<file path="src/logic/pllcs_defines.svh">
// register map, field positions, reset values and counts of the pll clock select
`ifndef PLLCS_DEFINES_SVH
`define PLLCS_DEFINES_SVH

// register indices; byte address is four times the index
`define PLLCS_CTRL_IDX   10'h01c
`define PLLCS_BW_IDX     10'h01d
`define PLLCS_PROG_IDX   10'h01e

// loop control register fields
`define PLLCS_IRQEN_BIT  7
`define PLLCS_CHG_BIT    6
`define PLLCS_PWR_BIT    5
`define PLLCS_SRC_BIT    4
`define PLLCS_CTRL_FILL  4'hf

// bandwidth control register fields
`define PLLCS_AUTO_BIT   7
`define PLLCS_LOCK_BIT   6
`define PLLCS_CAPN_BIT   5

// reset values
`define PLLCS_PWR_RST    1'b1
`define PLLCS_PROG_RST   8'h66

// source edges waited on each side of a switch
`define PLLCS_SW_EDGES   2'h3

`endif

</file>
<file path="src/logic/pllcs_pkg.sv">
// types shared by the pll clock select logic
`default_nettype none
package pllcs_pkg;
	typedef enum logic [0:0]
	{
		PLLCS_SEL_RUN   = 1'b0,
		PLLCS_SEL_DRAIN = 1'b1
	} pllcs_sel_type;
endpackage
`default_nettype wire

</file>
<file path="src/logic/pllcs_top.sv">
// pll mode control, lock flags and glitch-free base clock selector
//
// Local design decisions: register access over APB and the register addresses.
`timescale 1ns/10ps
`default_nettype none
`include "pllcs_defines.svh"

module pllcs_top
	import pllcs_pkg::*;
(
	input  wire logic        clock,        // 100 MHz system clock
	input  wire logic        rst,          // async reset, active high
	input  wire logic        psel,         // apb select
	input  wire logic        penable,      // apb access phase
	input  wire logic        pwrite,       // apb direction
	input  wire logic [11:0] paddr,        // apb byte address
	input  wire logic [31:0] pwdata,       // apb write data
	output logic      [31:0] prdata,       // apb read data
	output logic             pready,       // apb ready
	output logic             pslverr,      // apb error, unmapped address
	input  wire logic        stopReq,      // stop instruction executed
	input  wire logic        crystal_clk,  // crystal reference pin
	input  wire logic        vco_clk,      // vco clock pin
	input  wire logic        inTrackTol,   // monitor: inside tracking window
	input  wire logic        outUntrackTol,// monitor: outside untrack window
	input  wire logic        inLockTol,    // monitor: inside lock window
	input  wire logic        outUnlockTol, // monitor: outside unlock window
	output logic             base_clk_out, // selected clock divided by two
	output logic             loopIrq,      // loop interrupt request
	output logic             loopRun,      // loop enabled to the analog part
	output logic             trackModeOut, // filter mode, 1 tracking
	output logic       [3:0] fbDivide      // effective feedback multiplier
);

	// =========================================================
	// helpers
	// edge of a synchronised clock, seen once per source period
	function automatic logic riseEdge(input logic cur, input logic prev);
		riseEdge = cur & ~prev;
	endfunction

	// =========================================================
	// pin synchronisers
	logic [1:0] xSync_r;
	logic [1:0] vSync_r;
	logic [1:0] trkSync_r;
	logic [1:0] untSync_r;
	logic [1:0] lckSync_r;
	logic [1:0] unlSync_r;
	logic       xPrev_r;
	logic       vPrev_r;

	// two flops each; only the second stage is read by logic
	always_ff @(posedge clock or posedge rst)
	begin
		if (rst)
		begin
			xSync_r   <= 2'h0;
			vSync_r   <= 2'h0;
			trkSync_r <= 2'h0;
			untSync_r <= 2'h0;
			lckSync_r <= 2'h0;
			unlSync_r <= 2'h0;
			xPrev_r   <= 1'b0;
			vPrev_r   <= 1'b0;
		end
		else
		begin
			xSync_r   <= {xSync_r[0], crystal_clk};
			vSync_r   <= {vSync_r[0], vco_clk};
			trkSync_r <= {trkSync_r[0], inTrackTol};
			untSync_r <= {untSync_r[0], outUntrackTol};
			lckSync_r <= {lckSync_r[0], inLockTol};
			unlSync_r <= {unlSync_r[0], outUnlockTol};
			xPrev_r   <= xSync_r[1];
			vPrev_r   <= vSync_r[1];
		end
	end

	logic xEdge;
	logic vEdge;
	assign xEdge = riseEdge(xSync_r[1], xPrev_r);
	assign vEdge = riseEdge(vSync_r[1], vPrev_r);

	// =========================================================
	// apb decode
	logic       irqEn_r;
	logic       chgFlag_r;
	logic       pwrOn_r;
	logic       srcSel_r;
	logic       autoBw_r;
	logic       settled_r;
	logic       trackAuto_r;
	logic       manCapN_r;
	logic [7:0] prog_r;

	logic       setup;
	logic       wrEn;
	logic       rdEn;
	logic       hitCtrl;
	logic       hitBw;
	logic       hitProg;
	logic       hitAny;
	logic [9:0] regIdx;

	// zero wait states: the access phase ends at its first edge
	assign setup  = psel & ~penable;
	assign wrEn   = psel & penable & pwrite;
	assign rdEn   = psel & penable & ~pwrite;
	assign regIdx = paddr[11:2];

	// word decode, low address bits ignored
	always_comb
	begin
		hitCtrl = 1'b0;
		hitBw   = 1'b0;
		hitProg = 1'b0;
		if (regIdx == `PLLCS_CTRL_IDX)
			hitCtrl = 1'b1;
		else if (regIdx == `PLLCS_BW_IDX)
			hitBw = 1'b1;
		else if (regIdx == `PLLCS_PROG_IDX)
			hitProg = 1'b1;
	end
	assign hitAny = hitCtrl | hitBw | hitProg;

	// =========================================================
	// derived loop state
	logic rangeZero;
	logic loopOn;
	logic trackMode;
	logic settledVis;
	logic capNVis;

	assign rangeZero = (prog_r[3:0] == 4'h0);
	assign loopOn    = pwrOn_r & ~rangeZero;
	// automatic mode follows the detector, manual the stored bit
	assign trackMode = autoBw_r ? trackAuto_r : manCapN_r;
	assign capNVis   = trackMode;
	assign settledVis = autoBw_r & settled_r;

	// =========================================================
	// loop control register
	logic wrCtrl;
	logic newPwr;
	logic newSrc;
	logic pwrAllowed;
	logic pwrChange;

	assign wrCtrl = wrEn & hitCtrl;
	assign newPwr = pwdata[`PLLCS_PWR_BIT];
	assign newSrc = pwdata[`PLLCS_SRC_BIT];
	// clearing power is refused while the vco is selected
	assign pwrAllowed = newPwr | ~srcSel_r;
	assign pwrChange  = pwrAllowed & (newPwr != pwrOn_r);

	// power bit
	always_ff @(posedge clock or posedge rst)
	begin
		if (rst)
			pwrOn_r <= `PLLCS_PWR_RST;
		else if (wrCtrl && pwrAllowed)
			pwrOn_r <= newPwr;
	end

	// source select; a write that also changes power leaves it alone
	always_ff @(posedge clock or posedge rst)
	begin
		if (rst)
			srcSel_r <= 1'b0;
		else if (stopReq)
			srcSel_r <= 1'b0;
		else if (wrCtrl && !pwrChange)
		begin
			if (!newSrc)
				srcSel_r <= 1'b0;
			else if (pwrOn_r && !rangeZero)
				srcSel_r <= 1'b1;
		end
	end

	// irq enable only writable in automatic mode
	always_ff @(posedge clock or posedge rst)
	begin
		if (rst)
			irqEn_r <= 1'b0;
		else if (wrCtrl && autoBw_r)
			irqEn_r <= pwdata[`PLLCS_IRQEN_BIT];
	end

	// =========================================================
	// bandwidth control and programming registers
	logic wrBw;
	assign wrBw = wrEn & hitBw;

	always_ff @(posedge clock or posedge rst)
	begin
		if (rst)
			autoBw_r <= 1'b0;
		else if (wrBw)
			autoBw_r <= pwdata[`PLLCS_AUTO_BIT];
	end

	// manual bit kept while automatic mode runs, restored on return
	always_ff @(posedge clock or posedge rst)
	begin
		if (rst)
			manCapN_r <= 1'b0;
		else if (wrBw && !autoBw_r)
			manCapN_r <= pwdata[`PLLCS_CAPN_BIT];
	end

	always_ff @(posedge clock or posedge rst)
	begin
		if (rst)
			prog_r <= `PLLCS_PROG_RST;
		else if (wrEn && hitProg)
			prog_r <= pwdata[7:0];
	end

	// =========================================================
	// lock detector, automatic mode
	// hysteresis: set inside the narrow window, clear outside the wide one
	always_ff @(posedge clock or posedge rst)
	begin
		if (rst)
			trackAuto_r <= 1'b0;
		else if (!loopOn)
			trackAuto_r <= 1'b0;
		else if (untSync_r[1])
			trackAuto_r <= 1'b0;
		else if (trkSync_r[1])
			trackAuto_r <= 1'b1;
	end

	logic settledNxt;
	always_comb
	begin
		settledNxt = settled_r;
		if (!loopOn || !autoBw_r)
			settledNxt = 1'b0;
		else if (unlSync_r[1])
			settledNxt = 1'b0;
		else if (lckSync_r[1])
			settledNxt = 1'b1;
	end

	always_ff @(posedge clock or posedge rst)
	begin
		if (rst)
			settled_r <= 1'b0;
		else
			settled_r <= settledNxt;
	end

	// change flag: a toggle in the read cycle still sets it
	logic toggle;
	assign toggle = autoBw_r & (settledNxt != settled_r);

	always_ff @(posedge clock or posedge rst)
	begin
		if (rst)
			chgFlag_r <= 1'b0;
		else if (!autoBw_r)
			chgFlag_r <= 1'b0;
		else if (toggle)
			chgFlag_r <= 1'b1;
		else if (psel && penable && hitCtrl)
			chgFlag_r <= 1'b0;
	end

	// request follows flag and enable, silent in manual mode
	always_ff @(posedge clock or posedge rst)
	begin
		if (rst)
			loopIrq <= 1'b0;
		else
			loopIrq <= autoBw_r & irqEn_r & (chgFlag_r | toggle);
	end

	// =========================================================
	// apb read and answer
	logic [7:0] rdByte;
	always_comb
	begin
		rdByte = 8'h00;
		if (hitCtrl)
			rdByte = {irqEn_r & autoBw_r, chgFlag_r & autoBw_r,
				pwrOn_r, srcSel_r, `PLLCS_CTRL_FILL};
		else if (hitBw)
			rdByte = {autoBw_r, settledVis, capNVis, 5'h00};
		else if (hitProg)
			rdByte = prog_r;
	end

	// data is captured in setup so it is stable for the whole access
	always_ff @(posedge clock or posedge rst)
	begin
		if (rst)
			prdata <= 32'h0000_0000;
		else if (setup && !pwrite)
			prdata <= {24'h00_0000, rdByte};
	end

	always_ff @(posedge clock or posedge rst)
	begin
		if (rst)
		begin
			pready  <= 1'b0;
			pslverr <= 1'b0;
		end
		else
		begin
			pready  <= setup;
			pslverr <= setup & ~hitAny;
		end
	end

	// =========================================================
	// base clock selector
	pllcs_sel_type selState_r;
	logic          curSrc_r;
	logic [1:0]    xCnt_r;
	logic [1:0]    vCnt_r;
	logic          wantSrc;
	logic          xDone;
	logic          vDone;

	assign wantSrc = srcSel_r & ~rangeZero;
	assign xDone   = (xCnt_r == `PLLCS_SW_EDGES);
	// a stopped vco must not hang the switch back to crystal
	assign vDone   = (vCnt_r == `PLLCS_SW_EDGES) | ~loopOn;

	always_ff @(posedge clock or posedge rst)
	begin
		if (rst)
		begin
			selState_r <= PLLCS_SEL_RUN;
			curSrc_r   <= 1'b0;
			xCnt_r     <= 2'h0;
			vCnt_r     <= 2'h0;
		end
		else
		begin
			case (selState_r)
				PLLCS_SEL_RUN:
				begin
					xCnt_r <= 2'h0;
					vCnt_r <= 2'h0;
					if (wantSrc != curSrc_r)
						selState_r <= PLLCS_SEL_DRAIN;
				end
				PLLCS_SEL_DRAIN:
				begin
					if (xEdge && !xDone)
						xCnt_r <= xCnt_r + 2'h1;
					if (vEdge && !vDone)
						vCnt_r <= vCnt_r + 2'h1;
					if (xDone && vDone)
					begin
						curSrc_r   <= wantSrc;
						selState_r <= PLLCS_SEL_RUN;
					end
				end
				default:
					selState_r <= PLLCS_SEL_RUN;
			endcase
		end
	end

	// divide by two, held still while draining
	logic srcEdge;
	assign srcEdge = curSrc_r ? vEdge : xEdge;

	always_ff @(posedge clock or posedge rst)
	begin
		if (rst)
			base_clk_out <= 1'b0;
		else if (selState_r == PLLCS_SEL_RUN && srcEdge)
			base_clk_out <= ~base_clk_out;
	end

	// =========================================================
	// outputs to the analog loop
	always_ff @(posedge clock or posedge rst)
	begin
		if (rst)
		begin
			loopRun      <= 1'b0;
			trackModeOut <= 1'b0;
			fbDivide     <= 4'h0;
		end
		else
		begin
			loopRun      <= loopOn;
			trackModeOut <= trackMode & loopOn;
			fbDivide     <= (prog_r[7:4] == 4'h0) ? 4'h1 : prog_r[7:4];
		end
	end

endmodule
`default_nettype wire
</file>
<file path="config.mk">
export PLATFORM = sky130hd
export DESIGN_NAME = pllcs_top
export DESIGN_NICKNAME = d
export VERILOG_FILES = /design/src/logic/pllcs_pkg.sv /design/src/logic/pllcs_top.sv
export VERILOG_INCLUDE_DIRS = /design/src /design/src/logic
export SDC_FILE = /design/constraint.sdc
export NUM_CORES = 1
export LEC_CHECK = 0
export BUFFER_PORTS_ARGS = -buffer_cell sky130_fd_sc_hd__buf_2
export CAP_MARGIN = 20
export CORE_MARGIN = 1.5
export CORE_UTILIZATION = 48
export CTS_CLUSTER_DIAMETER = 80
export CTS_CLUSTER_SIZE = 25
export DETAILED_ROUTE_END_ITERATION = 8
export PLACE_DENSITY = 0.8
export SYNTH_ARGS = -nofsm -noshare
export SYNTH_HDL_FRONTEND = slang
export SYNTH_SLANG_ARGS = --single-unit
</file>
<file path="constraint.sdc">
create_clock -name clock -period 2.4 [get_ports clock]
set_input_delay 0.48 -clock clock [delete_from_list [all_inputs] [get_ports clock]]
set_output_delay 0.48 -clock clock [all_outputs]
set_load 0.005 [all_outputs]
</file>
==> flow_summary_export.csv <==
group,metric,value,unit
setup_path,cpPeakStageDelay,0.64,ns
die,die_x,73.5,µm
route,num_vias,1502,
sta,hold_violations,0,
pwr,ir_worst_vdd,0.289,mV
global_route,grt_use_total,0.155,
global_route,antenna_found_initial,0,
clock_tree,cts_setup_buffers,0,
clock_tree,htreeDepth,2,
worst_hold_path,min_path_type,"input pin to async pin",
cells_and_area,area_growth,12.8,%
setup_path,cp-start-kind,"flop",
setup_path,path_class,"flop to flop",
placement,dp_slack,0.442,ns
die,dieArea,5410,µm²
route,via_per_inst,4.77,
synth,yosys_warnings,0,
setup_path,path_buf_inv,0,
setup_path,critPathArrivalTime,1.85,ns
synth,synth_flop_cell,"dfrtp_1",
synth,synth-seq-cells,54,
route,routed_wirelength,3860,µm
route,drc_errors,0,
sta,fin_crit_sh,0.693,
setup_path,cp-end-kind,"flop",
die,die_h,73.5,µm
clock_tree,clkTransAtPathRegs,0.09,ns
setup_path,cp_top_family,"compound AO/OA/AOI/OAI gates",
setup_path,cpMaxStageDelayCell,"o41ai_4",
synth,synth_area,2390,µm²
sta,max-slew-margin-rel,0.596,
route,postRouteAntennaNets,0,
clock_tree,cts_tree,"yes",
setup_path,cp.required,2.59,ns
synth,ys_types,45,
pwr,power_density,574,nW/µm²
outcome,status,"finished clean",
clock_tree,cts_resized,0,
cells_and_area,n_antenna_cell,0,
synth,postSynthCellCount,201,
clock_tree,clock-sinks,54,
global_route,grt_overflow_total,0,
sta,fmax,0.601,GHz
sta,fin_crit,1.66,ns
global_route,grt_pass1_vias,1400,
clock_tree,clkLatencyLatePin,0.30,ns
setup_path,reg2reg_setup_slack,0.74,ns
synth,postSynth.asyncResetShare,1.00,
clock_tree,root_buffer,"clkbuf_8",
sta,rsz0062_at_grt,"false",
setup_path,crit_chain,"o41ai_4 > nor4b_2 > xor2_1 > and2_1",
route,dr.pass1.iters,4,
die,num_rows,25,
route,drt_iter0_drc,62,
sta,setup_viol,0,
run,drv_cap,0,
sta,finalClockSkew,0.00728,ns
pwr,leakagePower,1.36,nW
global_route,grt_pass1_wl,6320,µm
global_route,grt_max_degree,29,
clock_tree,clockBufferDepth,2,
synth,synth_edf_count,0,
clock_tree,cts_hold_buf,0,
placement,place_hpwl,2920,µm
synth,yosysSeqAreaShare,0.569,
synth,avgSynthCellArea,11.9,µm²
sta,drv_slew,0,
cells_and_area,final_layout_size_suffix_gt1_frac,0.278,
cells_and_area,fin_util,0.566,
setup_path,cp_max_fo,9,
sta,tightestPinTransition,0.605,ns
placement,gp_congestion,0.793,
cells_and_area,reg_top3,"prdata x8, prog_r x8, fbDivide x4",
die,start_util,0.502,
sta,setup_ws,0.737,ns
die,coreArea,4750,µm²
placement,port-buffer-count,47,
cells_and_area,nNetsFinal,306,
die,ioPinCount,98,
route,avgRoutedWirePerCell,12.3,µm
sta,holdWs,0.225,ns
sta,tns,0,ns
clock_tree,cts_buffers,5,
per-stage QoR:
step	total power (W)	instances	area (µm²)
2_1_floorplan	0.00105	224	2470
4_1_cts	0.00156	315	2690
5_1_grt	0.00162	315	2690
3_5_place_dp	0.00107	308	2610
6_report	0.00155	315	2690
3_3_place_gp	0.00107	308	2610
layer usage:
| layer | global-route usage | share of wire |
|---|---|---|
| met5 | 0 | 0 |
| met4 | 0.0556 | 0.018 |
| met3 | 0.0412 | 0.051 |
| met2 | 0.270 | 0.49 |
| met1 | 0.183 | 0.44 |
final timing paths:
path	end	startpoint	cells past startpoint
hold / removal	untSync_r[1]	rst	2
setup reg to reg	vCnt_r[0]	prog_r[0]	4
min in group clock	lckSync_r[0]	inLockTol	1
hold reg to reg	vSync_r[1]	vSync_r[0]	0
max in group asynchronous	pwrOn_r	rst	3
setup / recovery	vCnt_r[0]	prog_r[0]	4
Yosys cell counts, drive strengths merged, types with 4 or more instances:
library cell	count	area share
nand3	4	0.010
inv	5	0.0079
mux2i	4	0.017
nor2b	7	0.018
o31ai	7	0.022
nor3	4	0.0084
o21ai	8	0.017
buf	24	0.075
nand2	16	0.025
nor2	9	0.014
mux2	11	0.053
clkbuf	7	0.011
nand2b	4	0.010
dfrtp	49	0.51
dfstp	5	0.055
power by group:
| part | internal (W) | leakage, nW | switching, W |
|---|---|---|---|
| clock network | 0.000229 | 0.0443 | 0.000266 |
| registers | 0.000933 | 0.694 | 0.0000110 |
| logic | 0.0000440 | 0.622 | 0.0000623 |
worst register-to-register path, stage by stage, from the launching register on:
cell	delay, ns
dfrtp_1	0.44
o41ai_4	0.64
nor4b_2	0.14
xor2_1	0.17
and2_1	0.17
cell families (layout without fill, tap and decap cells):
group / Yosys count / count (layout) / share of synthesized area
xor+xnor: 4 / 4 / 0.0147
mux: 15 / 15 / 0.0702
buf+inv: 36 / 60 / 0.0943
simple gates: 61 / 61 / 0.154
fa+ha+maj: 2 / 2 / 0.0105
flops: 54 / 54 / 0.569
other cells: 1 / 24 / 0.00157
compound gates: 28 / 28 / 0.0860
cells in the final DEF (no fill, tap or decap), types with 2 or more instances in the layout:
master / count
a21oi_1: 3
and2_1: 2
buf_2: 47
clkbuf_8: 6
conb_1: 24
dfrtp_1: 49
dfstp_2: 5
ha_1: 2
inv_1: 4
mux2_1: 10
mux2i_1: 4
nand2_1: 16
nand2b_1: 4
nand3_1: 3
nor2_1: 9
nor2b_1: 7
nor3_1: 4
nor3b_1: 2
o21a_1: 2
o21ai_0: 8
o31ai_1: 7
o41ai_1: 2
xor2_1: 3
layout make-up:
cell class	instances	area, µm²
multi-input combinational	134	891
inverter	5	18.8
timing repair buffer	48	255
clock buffer	7	86.3
fill	431	2060
tap	67	83.8
sequential	54	1360
No activity file was read; power rests on OpenSTA's default activity.
